==> config.mk <==
export PLATFORM = sky130hd
export DESIGN_NAME = pci_top
export DESIGN_NICKNAME = d
export VERILOG_FILES = /design/src/pci_pkg.sv /design/src/pci_pin_if.sv /design/src/pci_top.sv /design/src/pci_edge_det.sv
export VERILOG_INCLUDE_DIRS = /design/src /design/src/src
export SDC_FILE = /design/constraint.sdc
export NUM_CORES = 1
export LEC_CHECK = 0
export ABC_AREA = 1
export BUFFER_PORTS_ARGS = -buffer_cell sky130_fd_sc_hd__buf_2
export CAP_MARGIN = 25
export CORE_UTILIZATION = 56
export DETAILED_ROUTE_END_ITERATION = 10
export PLACE_DENSITY = 0.84
export SKIP_CTS_REPAIR_TIMING = 1
export SLEW_MARGIN = 25
export SYNTH_ARGS = -nofsm -noshare
export SYNTH_HDL_FRONTEND = slang
export SYNTH_SLANG_ARGS = --single-unit
==> constraint.sdc <==
create_clock -name CLK -period 3 [get_ports CLK]
set_clock_uncertainty 0.05 [all_clocks]
set_input_delay 0.15 -clock CLK [delete_from_list [all_inputs] [get_ports CLK]]
set_output_delay 0.15 -clock CLK [all_outputs]
set_load 0.1 [all_outputs]
==> src/pci_defs.svh <==
// constants of the pin change interrupt block
// Function
// - threshold bit per pin: 1 schmitt levels, 0 ttl levels, reads and detection
// - bits 7 and 6 of the four port registers read zero
// - edges keep setting flags while master enable is clear
// - per-pin rising detector armed by its rise enable bit
// - per-pin falling detector armed by its fall enable bit
// - both enables set: either edge sets the flag; any pin mix allowed
// - enabled edge sets flag; interrupt only with master enable
// - summary flag is the or of all pin flags, read only
// - software clears a flag by writing zero to it
// - edge during a flag write leaves that flag set
// - enabled edge in sleep wakes device when master enable set
// - edge seen in sleep is in the flags before wake completes
// - rise enable bits 5..0 map pins 5..0, reset to zero
// - fall enable bits 5..0 map pins 5..0, reset to zero
// - analog-selected pin gives no digital input to reads or detection
`ifndef PCI_DEFS_SVH
`define PCI_DEFS_SVH
// ****************************************
// register byte addresses
// ****************************************
`define PCI_ADDR_RISE 6'h00
`define PCI_ADDR_FALL 6'h04
`define PCI_ADDR_FLAGS 6'h08
`define PCI_ADDR_THRESH 6'h0c
`define PCI_ADDR_CTRL 6'h10
`define PCI_ADDR_ANALOG 6'h14
`define PCI_ADDR_PORT 6'h18
`define PCI_ADDR_EVSTAT 6'h1c
`define PCI_ADDR_EVCLR 6'h20
`define PCI_ADDR_EVEN 6'h24
// ****************************************
// fields and reset values
// ****************************************
`define PCI_CTRL_MASTER_BIT 0
`define PCI_CTRL_SUMMARY_BIT 1
`define PCI_EV_CHANGE_BIT 0
`define PCI_EV_WAKE_BIT 1
`define PCI_RST_REG 8'h00
`define PCI_RST_ANALOG 8'h00
`endif

==> src/pci_pkg.sv <==
// types of the pin change interrupt block
package pci_pkg;
	typedef enum logic [2:0] {
		PCI_IDLE = 3'b001,
		PCI_ACK = 3'b010,
		PCI_HOLD = 3'b100
	} pci_bus_state_t;
	typedef logic [5:0] pci_pins_t;
endpackage : pci_pkg

==> src/pci_pin_if.sv <==
// per-pin signals between the top and the edge detector
`timescale 1ns/1ps
`default_nettype none
interface pci_pin_if;
	import pci_pkg::*;
	pci_pins_t pin_raw;
	pci_pins_t schmitt_sel;
	pci_pins_t analog_sel;
	pci_pins_t rise_en;
	pci_pins_t fall_en;
	pci_pins_t port_val;
	pci_pins_t edge_hit;
	modport det (input pin_raw, schmitt_sel, analog_sel, rise_en, fall_en,
		output port_val, edge_hit);
	modport top (output pin_raw, schmitt_sel, analog_sel, rise_en, fall_en,
		input port_val, edge_hit);
endinterface : pci_pin_if
`default_nettype wire

==> src/pci_top.sv <==
// pin change interrupt block with avalon-mm register slave
//
// The Avalon-MM slave port and the register offsets were chosen for this implementation.
`timescale 1ns/1ps
`default_nettype none
`include "pci_defs.svh"
module pci_top (
	input wire logic CLK,
	input wire logic RST_N,
	input wire logic CE,
	input wire pci_pkg::pci_pins_t PIN_SCHMITT,
	input wire pci_pkg::pci_pins_t PIN_TTL,
	input wire logic SLEEP,
	input wire logic [5:0] AVS_ADDRESS,
	input wire logic AVS_READ,
	input wire logic AVS_WRITE,
	input wire logic [31:0] AVS_WRITEDATA,
	input wire logic [3:0] AVS_BYTEENABLE,
	output logic [31:0] AVS_READDATA,
	output logic AVS_WAITREQUEST,
	output logic CHANGE_IRQ,
	output logic WAKE,
	output logic EVENT_IRQ
);
	import pci_pkg::*;

	// ****************************************
	// registers
	// ****************************************
	pci_pins_t rise_edge_enable_r;
	pci_pins_t fall_edge_enable_r;
	pci_pins_t pin_change_flags_r;
	pci_pins_t input_threshold_select_r;
	pci_pins_t analog_select_r;
	logic change_int_master_enable_r;
	logic [1:0] ev_stat_r;
	logic [1:0] ev_en_r;
	logic [31:0] rdata_r;
	pci_bus_state_t st_r;
	pci_bus_state_t st_nxt;
	logic change_int_summary_flag;
	logic wr_fire;
	logic rd_fire;
	logic wr_lane0;
	logic wake_ev;
	logic [1:0] ev_set;

	pci_pin_if pif ();

	assign pif.pin_raw = PIN_SCHMITT;
	assign pif.schmitt_sel = input_threshold_select_r;
	assign pif.analog_sel = analog_select_r;
	assign pif.rise_en = rise_edge_enable_r;
	assign pif.fall_en = fall_edge_enable_r;

	pci_edge_det u_det (
		.clk(CLK),
		.rst_n(RST_N),
		.ce(CE),
		.pin_ttl(PIN_TTL),
		.pif(pif)
	);

	function automatic logic [31:0] pad6(input pci_pins_t v);
		pad6 = {26'h0, v};
	endfunction : pad6

	function automatic logic hit(input logic [5:0] a, input logic [5:0] b);
		hit = (a == b);
	endfunction : hit

	// ****************************************
	// avalon slave: one wait cycle, then acknowledge
	// ****************************************
	always_comb begin
		st_nxt = st_r;
		case (st_r)
			PCI_IDLE: begin
				if (AVS_READ || AVS_WRITE) begin
					st_nxt = PCI_ACK;
				end
			end
			PCI_ACK: st_nxt = PCI_HOLD;
			PCI_HOLD: st_nxt = PCI_IDLE;
			default: st_nxt = PCI_IDLE;
		endcase
	end

	// hold state lets the master drop its request before a new one is seen
	always_ff @(posedge CLK) begin
		if (!RST_N) begin
			st_r <= PCI_IDLE;
		end else if (CE) begin
			st_r <= st_nxt;
		end
	end

	assign AVS_WAITREQUEST = (st_r != PCI_ACK);
	assign wr_fire = CE && (st_r == PCI_ACK) && AVS_WRITE;
	assign rd_fire = CE && (st_r == PCI_IDLE) && AVS_READ;
	assign wr_lane0 = wr_fire && AVS_BYTEENABLE[0];

	always_ff @(posedge CLK) begin
		if (!RST_N) begin
			rise_edge_enable_r <= 6'(`PCI_RST_REG);
			fall_edge_enable_r <= 6'(`PCI_RST_REG);
			input_threshold_select_r <= 6'(`PCI_RST_REG);
			analog_select_r <= 6'(`PCI_RST_ANALOG);
			change_int_master_enable_r <= 1'b0;
			ev_en_r <= 2'h0;
		end else if (wr_lane0) begin
			if (hit(AVS_ADDRESS, `PCI_ADDR_RISE))
				rise_edge_enable_r <= AVS_WRITEDATA[5:0];
			if (hit(AVS_ADDRESS, `PCI_ADDR_FALL))
				fall_edge_enable_r <= AVS_WRITEDATA[5:0];
			if (hit(AVS_ADDRESS, `PCI_ADDR_THRESH))
				input_threshold_select_r <= AVS_WRITEDATA[5:0];
			if (hit(AVS_ADDRESS, `PCI_ADDR_ANALOG))
				analog_select_r <= AVS_WRITEDATA[5:0];
			if (hit(AVS_ADDRESS, `PCI_ADDR_CTRL))
				change_int_master_enable_r <= AVS_WRITEDATA[`PCI_CTRL_MASTER_BIT];
			if (hit(AVS_ADDRESS, `PCI_ADDR_EVEN))
				ev_en_r <= AVS_WRITEDATA[1:0];
		end
	end

	// ****************************************
	// change flags
	// ****************************************
	// flags keep running when the master enable is off; only the request is held back
	always_ff @(posedge CLK) begin
		if (!RST_N) begin
			pin_change_flags_r <= 6'(`PCI_RST_REG);
		end else if (CE) begin
			if (wr_lane0 && hit(AVS_ADDRESS, `PCI_ADDR_FLAGS))
				pin_change_flags_r <= AVS_WRITEDATA[5:0] | pif.edge_hit;
			else
				pin_change_flags_r <= pin_change_flags_r | pif.edge_hit;
		end
	end

	assign change_int_summary_flag = |pin_change_flags_r;
	assign CHANGE_IRQ = change_int_master_enable_r && change_int_summary_flag;
	// wake is combinational from the detector so it rises one cycle before the flag is set
	assign wake_ev = SLEEP && change_int_master_enable_r && (|pif.edge_hit);
	assign WAKE = wake_ev || (SLEEP && CHANGE_IRQ);

	// ****************************************
	// event status, clear and enable
	// ****************************************
	assign ev_set = {wake_ev, |pif.edge_hit};
	always_ff @(posedge CLK) begin
		if (!RST_N) begin
			ev_stat_r <= 2'h0;
		end else if (CE) begin
			if (wr_lane0 && hit(AVS_ADDRESS, `PCI_ADDR_EVCLR))
				ev_stat_r <= (ev_stat_r & ~AVS_WRITEDATA[1:0]) | ev_set;
			else
				ev_stat_r <= ev_stat_r | ev_set;
		end
	end
	assign EVENT_IRQ = |(ev_stat_r & ev_en_r);

	// ****************************************
	// read path, captured in the wait cycle
	// ****************************************
	always_ff @(posedge CLK) begin
		if (!RST_N) begin
			rdata_r <= 32'h0;
		end else if (rd_fire) begin
			case (AVS_ADDRESS)
				`PCI_ADDR_RISE: rdata_r <= pad6(rise_edge_enable_r);
				`PCI_ADDR_FALL: rdata_r <= pad6(fall_edge_enable_r);
				`PCI_ADDR_FLAGS: rdata_r <= pad6(pin_change_flags_r);
				`PCI_ADDR_THRESH: rdata_r <= pad6(input_threshold_select_r);
				`PCI_ADDR_ANALOG: rdata_r <= pad6(analog_select_r);
				`PCI_ADDR_PORT: rdata_r <= pad6(pif.port_val);
				`PCI_ADDR_CTRL: rdata_r <= {30'h0, change_int_summary_flag,
					change_int_master_enable_r};
				`PCI_ADDR_EVSTAT: rdata_r <= {30'h0, ev_stat_r};
				`PCI_ADDR_EVEN: rdata_r <= {30'h0, ev_en_r};
				default: rdata_r <= 32'h0;
			endcase
		end
	end
	assign AVS_READDATA = rdata_r;
endmodule : pci_top
`default_nettype wire

==> src/pci_edge_det.sv <==
// synchroniser and rise/fall detectors for the six port pins
`timescale 1ns/1ps
`default_nettype none
module pci_edge_det (
	input wire logic clk,
	input wire logic rst_n,
	input wire logic ce,
	input wire logic [5:0] pin_ttl,
	pci_pin_if.det pif
);
	import pci_pkg::*;
	pci_pins_t sync1_r;
	pci_pins_t sync2_r;
	pci_pins_t prev_r;
	pci_pins_t level;
	// choose buffer per pin; analog pins see a constant low, so no edges arise once a high level has left the stages
	assign level = ~pif.analog_sel &
		((pif.schmitt_sel & pif.pin_raw) | (~pif.schmitt_sel & pin_ttl));
	always_ff @(posedge clk) begin
		if (!rst_n) begin
			sync1_r <= 6'h00;
			sync2_r <= 6'h00;
			prev_r <= 6'h00;
		end else if (ce) begin
			sync1_r <= level;
			sync2_r <= sync1_r;
			prev_r <= sync2_r;
		end
	end
	assign pif.port_val = sync2_r;
	assign pif.edge_hit = (pif.rise_en & sync2_r & ~prev_r)
		| (pif.fall_en & ~sync2_r & prev_r);
endmodule : pci_edge_det
`default_nettype wire

==> key figures, run 1 <==
STA
  – Final TNS setup: 0 ns
  – Final slew viol count: 0
  – Worst-Margin Slew: 0.9167 ns
  – Fmax: 0.4736 GHz
  – Final period util: 0.7039
  – Final Hold Vio Count: 0
  – Final setup fails: 0
  – Tmin final: 2.112 ns
  – Hold Slack: 0.02560 ns
  – RSZ-0062 raised after global routing: false
  – Slew headroom: 0.3882

Finish
  – FILL cells: 524
  – Fin nets: 558
  – Leading cell type in the layout, fill and taps excluded: nand2_1
  – Seq. cell area: 1241 µm²
  – Fraction of layout cells with a size suffix above 1: 0.1849
  – Synth-to-Final Area Change: 8.107%
  – Most frequent cells in the layout: nand2_1, dfxtp_1, nor2_1, o21ai_0, a21oi_1
  – N_diodes: 0
  – Area of the multi-input gates: 1677 µm²
  – Final non-filler cell total: 575

Synthesis
  – Mapped Avg Cell Area: 7.167 µm²
  – Leading area contributor after synthesis: dfxtp_1
  – Cells after Synth: 463
  – Ys Warns: 0
  – Ranking of synthesized cells by area: dfxtp_1, o21ai_0, nand2_1
  – Post-Synthesis Cell Area: 3318 µm²
  – Sequential-to-total area share from yosys stat: 0.3741
  – Distinct cells, synth: 36
  – Post-synth ARST share: 0
  – Share of the synthesized area in the top cell type: 0.3741
  – Yosys reg bits: 62
  – Number of synthesized flops with an enable pin: 0
  – Top_reg_cell synth: dfxtp_1

Placement
  – DP Wirelength: 5564 µm
  – Port buffer count: 40
  – Placed cells: 559
  – RePlAce Congestion: 0.9247

Floorplanning
  – Core Area: 5608 µm²
  – Full die area: 6237 µm²
  – Placement Rows: 27
  – Die W: 78.98 µm
  – Starting density of the core: 0.5917
  – Die Y: 78.98 µm
  – # IOs: 96

Route
  – Vias per cell: 5.344
  – DRT iter0 DRCs: 222
  – Drc violations: 0
  – Drt wl/cell: 13.52 µm
  – Via count: 3073
  – Initial DRT Pass Iterations: 5
  – Total Wirelength: 7776 µm
  – Antenna Nets Post-Route: 0

Global routing
  – Initial antenna violation count: 0
  – Gr usage total: 0.2621
  – First-pass GRT wire length: 12510 µm
  – Total grt overflow: 0
  – Largest net degree at the start of global routing: 41
  – Vias in the first global route: 2707

Setup path
  – Critical path arrival: 1.91 ns
  – Crit start category: flop
  – Critical Path RT: 2.80 ns
  – Reg2reg setup slack: 1.33 ns
  – Slowest cell on the critical path: buf_2
  – R2R cell count: 6
  – R2R Path End: pin_change_flags_r[3]
  – Worst r2r src: st_r[1]
  – Crit path cell chain: nand2_1 > o21ai_0 > nor2_1 > nand3_1 > a22o_1 > buf_2
  – CP peak stage delay: 0.41 ns
  – Setup CP Type: flop to output pin
  – CP Capture Type: output pin
  – CP Max Fanout: 5

Clocking
  – Worst-Skew Late Latency: 0.34 ns
  – CTS tree: done
  – # clock sinks: 62
  – Clock tree root driver cell: clkbuf_8
  – Reg clk slew, reported paths: 0.07 ns
  – Htree depth: 3
  – Max clock buf depth: 2
  – TritonCTS buffer count: 9

Pwr
  – Worst vdd ir: 0.3532 mV
  – Lkg Pwr: 1.547 nW
  – Pwr per Cell Area: 496.8 nW/µm²

Min path
  – Hold Path Cell Cnt: 2
  – End of the worst hold path: u_det.prev_r[2]
  – Hold WC Path Type: primary input to flop
  – Hold wc startpoint: CE

Status
  – Status: completed

Flow run
  – Number of max-cap violations: 0
[worst max-delay path by stage]
stage | endpoint | cells past startpoint | slack, ns | start
floorplan | WAKE | 5 | 0.78 | pin_change_flags_r[2]
global placement | pin_change_flags_r[2] | 9 | 1.19 | CE
detailed placement | pin_change_flags_r[3] | 8 | 1.12 | CE
CTS | WAKE | 6 | 0.91 | u_det.pif.port_val[5]
global route | WAKE | 6 | 0.82 | pif.rise_en[2]
finish | WAKE | 6 | 0.89 | u_det.pif.port_val[5]
[worst max-delay path: cells and delay by family (launching register included)]
family                 cells  cell delay [ns]
buffers and inverters      1             0.41
AO/OA/AOI/OAI              2             0.44
flip-flops                 1             0.40
AND/OR/NAND/NOR            3             0.31
[final cells by class]
cell class	count	share of cell area
sequential	62	0.3460
tap	72	0.02511
clock inverter	4	0.006278
inverter	51	0.05476
clock buffer	12	0.04046
timing repair buffer	42	0.05999
multi-input combinational	332	0.4674
[cell families (layout without fill, tap and decap cells)]
family          count (synthesis)  in the layout  synth area share
compound gates                122            122            0.2066
buf+inv                        94            109            0.1489
flops                          62             62            0.3741
other cells                     1             26          0.001130
simple gates                  184            184            0.2692
[synth_stat cells, types with 5 or more instances]
| cell type | instances |
|---|---|
| nand4_1 | 11 |
| inv_2 | 7 |
| o21ai_1 | 8 |
| a21oi_1 | 48 |
| nand2_2 | 5 |
| o21ai_0 | 49 |
| clkbuf_1 | 7 |
| nor2_1 | 59 |
| nor2_4 | 7 |
| nand3_1 | 24 |
| nand2_1 | 65 |
| dfxtp_1 | 62 |
| buf_4 | 27 |
| nor2_2 | 5 |
| inv_1 | 43 |
[sequential cells by signal, summed over array words and instances (netlist names)]
| signal | flops |
|---|---|
| AVS_READDATA | 6 |
| analog_select_r | 6 |
| change_int_master_enable_r | 1 |
| ev_en_r | 2 |
| ev_stat_r | 2 |
| fall_edge_enable_r | 6 |
| input_threshold_select_r | 6 |
| pif.rise_en | 6 |
| pin_change_flags_r | 6 |
| st_r | 3 |
| u_det.pif.port_val | 6 |
| u_det.prev_r | 6 |
| u_det.sync1_r | 6 |
[metrics by stage]
step / worst slack, ns / util / power, W / area, µm²
6_report: 0.8883 / 0.6397 / 0.001782 / 3587
3_3_place_gp: 1.194 / 0.6098 / 0.001153 / 3420
2_1_floorplan: 0.7847 / - / 0.001133 / 3412
4_1_cts: 0.9132 / 0.6397 / 0.001789 / 3587
5_1_grt: 0.8167 / 0.6397 / 0.001848 / 3587
3_5_place_dp: 1.119 / 0.6098 / 0.001159 / 3420
[layer usage]
metal	vias to the layer above	global-route usage	routed length (µm)
met3	13	0.05862	557
met2	147	0.4388	3633
li1	1542	-	-
met5	-	0	0
met1	1371	0.3312	3461
met4	0	0.08909	123
[where the power goes]
part           leakage [nW]  internal, W  switching [W]
Combinational         0.956    0.0000433       0.000243
Clock                0.0861     0.000318       0.000321
Sequential            0.504     0.000843      0.0000134
Power figures use the tool's default switching activity.
==> run 2: changes to the inputs <==
- CORE_UTILIZATION: 56 -> 52
- PLACE_DENSITY: 0.84 -> 0.79
- clock period: 3 -> 2.1 ns (I/O delays scaled with it)
==> run 2 against run 1 <==
  * The run now ends with negative hold slack left
  * Register-to-register slack lost 0.85 ns
  * Global-route usage fell by 0.76 points
  * Die area rose by 7.5%
  * Flip-flop and latch count did not move
  * Sequential share of layout area fell by 0.94 points
  * First-iteration DRC count grew 12%
  * Via count up 2.5%
  * Count of clock-buffer cells in the layout stayed put
  * Routed wire length increased by 2.7%
  * Core utilization shrank 2.8 points
  * Critical path type unchanged
==> key figures, run 2 (synthesis gave the netlist of run 1 again) <==
Status
  – Status: finished with violations (was completed)
  – Violations in the final reports: negative hold slack

Floorplanning
  – Placement Rows: 28 (was 27)
  – # IOs: 96 (unchanged)
  – Die W: 81.88 µm (was 78.98 µm)
  – Starting density of the core: 0.5507 (was 0.5917)
  – Full die area: 6704 µm² (was 6237 µm²)
  – Core Area: 6026 µm² (was 5608 µm²)
  – Die Y: 81.88 µm (was 78.98 µm)

Setup path
  – Critical Path RT: 1.95 ns (was 2.80 ns)
  – CP Capture Type: output pin (unchanged)
  – R2R Path End: pin_change_flags_r[2] (was pin_change_flags_r[3])
  – R2R cell count: 7 (was 6)
  – Crit start category: flop (unchanged)
  – Critical path arrival: 1.81 ns (was 1.91 ns)
  – Launch point of the worst path: u_det.pif.port_val[2] (was u_det.pif.port_val[5])
  – CP Max Fanout: 4 (was 5)
  – Critical Path End: WAKE (unchanged)
  – Worst r2r src: st_r[1] (unchanged)
  – Reg2reg setup slack: 0.48 ns (was 1.33 ns)
  – Setup CP Type: flop to output pin (unchanged)

Finish
  – Synth-to-Final Area Change: 11.12% (was 8.107%)
  – N_diodes: 0 (unchanged)
  – Design area: 3687 µm² (was 3587 µm²)
  – Leading cell type in the layout, fill and taps excluded: nand2_1 (unchanged)
  – Fraction of layout cells with a size suffix above 1: 0.1913 (was 0.1849)
  – Fin nets: 562 (was 558)
  – Most frequent cells in the layout: nand2_1, dfxtp_1, nor2_1, o21ai_0, a21oi_1 (unchanged)

Global routing
  – Vias in the first global route: 2769 (was 2707)
  – Total grt overflow: 0 (unchanged)
  – Largest net degree at the start of global routing: 40 (was 41)
  – Initial antenna violation count: 0 (unchanged)
  – Gr usage total: 0.2545 (was 0.2621)
  – First-pass GRT wire length: 12610 µm (was 12510 µm)

Placement
  – Placed Area: 3455 µm² (was 3420 µm²)
  – RePlAce Congestion: 0.9529 (was 0.9247)
  – Port buffer count: 40 (unchanged)
  – DP Wirelength: 5716 µm (was 5564 µm)

Route
  – Vias per cell: 5.414 (was 5.344)
  – Antenna Nets Post-Route: 0 (unchanged)
  – Drt wl/cell: 13.72 µm (was 13.52 µm)
  – Via count: 3151 (was 3073)
  – Initial DRT Pass Iterations: 5 (unchanged)
  – Drc violations: 0 (unchanged)
  – Total Wirelength: 7986 µm (was 7776 µm)
  – DRT iter0 DRCs: 249 (was 222)

Pwr
  – Lkg Pwr: 1.595 nW (was 1.547 nW)
  – Pwr per Cell Area: 780.5 nW/µm² (was 496.8 nW/µm²)
  – Power Total: 0.002878 W (was 0.001782 W)
  – Worst vdd ir: 0.4799 mV (was 0.3532 mV)

Clocking
  – Max clock buf depth: 2 (unchanged)
  – # clock sinks: 62 (unchanged)
  – TritonCTS buffer count: 9 (unchanged)
  – Worst-Skew Late Latency: 0.34 ns (about the same)
  – Htree depth: 3 (unchanged)
  – Reg clk slew, reported paths: 0.07 ns (about the same)
  – Clock tree root driver cell: clkbuf_8 (unchanged)
  – CTS tree: done (unchanged)

STA
  – RSZ-0062 raised after global routing: false (unchanged)
  – Final Hold Vio Count: 1 (was 0)
  – Final setup fails: 0 (unchanged)
  – Hold Slack: -0.004194 ns (was 0.02560 ns)
  – Fmax: 0.5088 GHz
  – Final period util: 0.9359
  – Final slew viol count: 0 (unchanged)
  – Final TNS setup: 0 ns (unchanged)
  – Tmin final: 1.965 ns

Min path
  – Hold WC Path Type: primary input to flop (unchanged)

Flow run
  – Number of max-cap violations: 0 (unchanged)
run 2: cell count changes in the layout (fill, tap and decap cells not counted), sizes merged:
cell,previous run,this run
clkinv,4,2
bufinv,0,3
clkbuf,12,13
buf,42,45
clkinvlp,1,0
run 2: critical path, stage by stage, from the launching register on:
cell and delay, ns:
dfxtp_1 0.34, inv_1 0.08, nand3_1 0.07, o21ai_0 0.16, nor2_1 0.13, nand3_1 0.17, a22o_2 0.24, clkbuf_4 0.27
run 2: worst min-delay path by stage:
stage                           startpoint            endpoint  slack, ns  cells past startpoint
after floorplan           AVS_WRITEDATA[4]  analog_select_r[4]       0.21                      2
after global placement      PIN_SCHMITT[2]    u_det.sync1_r[2]       0.33                      3
after detailed placement    PIN_SCHMITT[1]    u_det.sync1_r[1]       0.34                      3
after CTS                   PIN_SCHMITT[5]    u_det.sync1_r[5]      -0.02                      3
after global routing      AVS_WRITEDATA[2]  analog_select_r[2]      0.008                      3
final                       PIN_SCHMITT[5]    u_det.sync1_r[5]     -0.004                      3
run 2: metal layers:
metal,wire (µm),GRT usage,up-vias,share of wire
li1,-,-,1557,-
met1,3481,0.3177,1433,0.44
met2,3700,0.4091,139,0.46
met3,551,0.04556,22,0.069
met4,252,0.1474,0,0.032
met5,0,0,-,0
run 2: power breakdown:
part	switching [W]	internal (W)	total [W]
Clock	0.000453	0.000788	0.00124
Combinational	0.000347	0.0000668	0.000413
Sequential	0.0000187	0.00120	0.00122
Total	0.000818	0.00206	0.00288
run 2: layout make-up:
class	count	area [µm²]
clock inverter	4	95.09
fill	568	2338
clock buffer	12	135.1
timing repair buffer	46	247.7
multi-input combinational	332	1678
sequential	62	1241
inverter	51	196.4
tap	75	93.84
run 2: per-stage QoR:
| step | utilization | setup WS (ns) | cells |
|---|---|---|---|
| floorplan | - | 0.1876 | 488 |
| global placement | 0.5733 | 0.4411 | 566 |
| detailed placement | 0.5733 | 0.4276 | 566 |
| CTS | 0.6115 | 0.04066 | 582 |
| global route | 0.6119 | 0.04115 | 582 |
| finish | 0.6119 | 0.1345 | 582 |
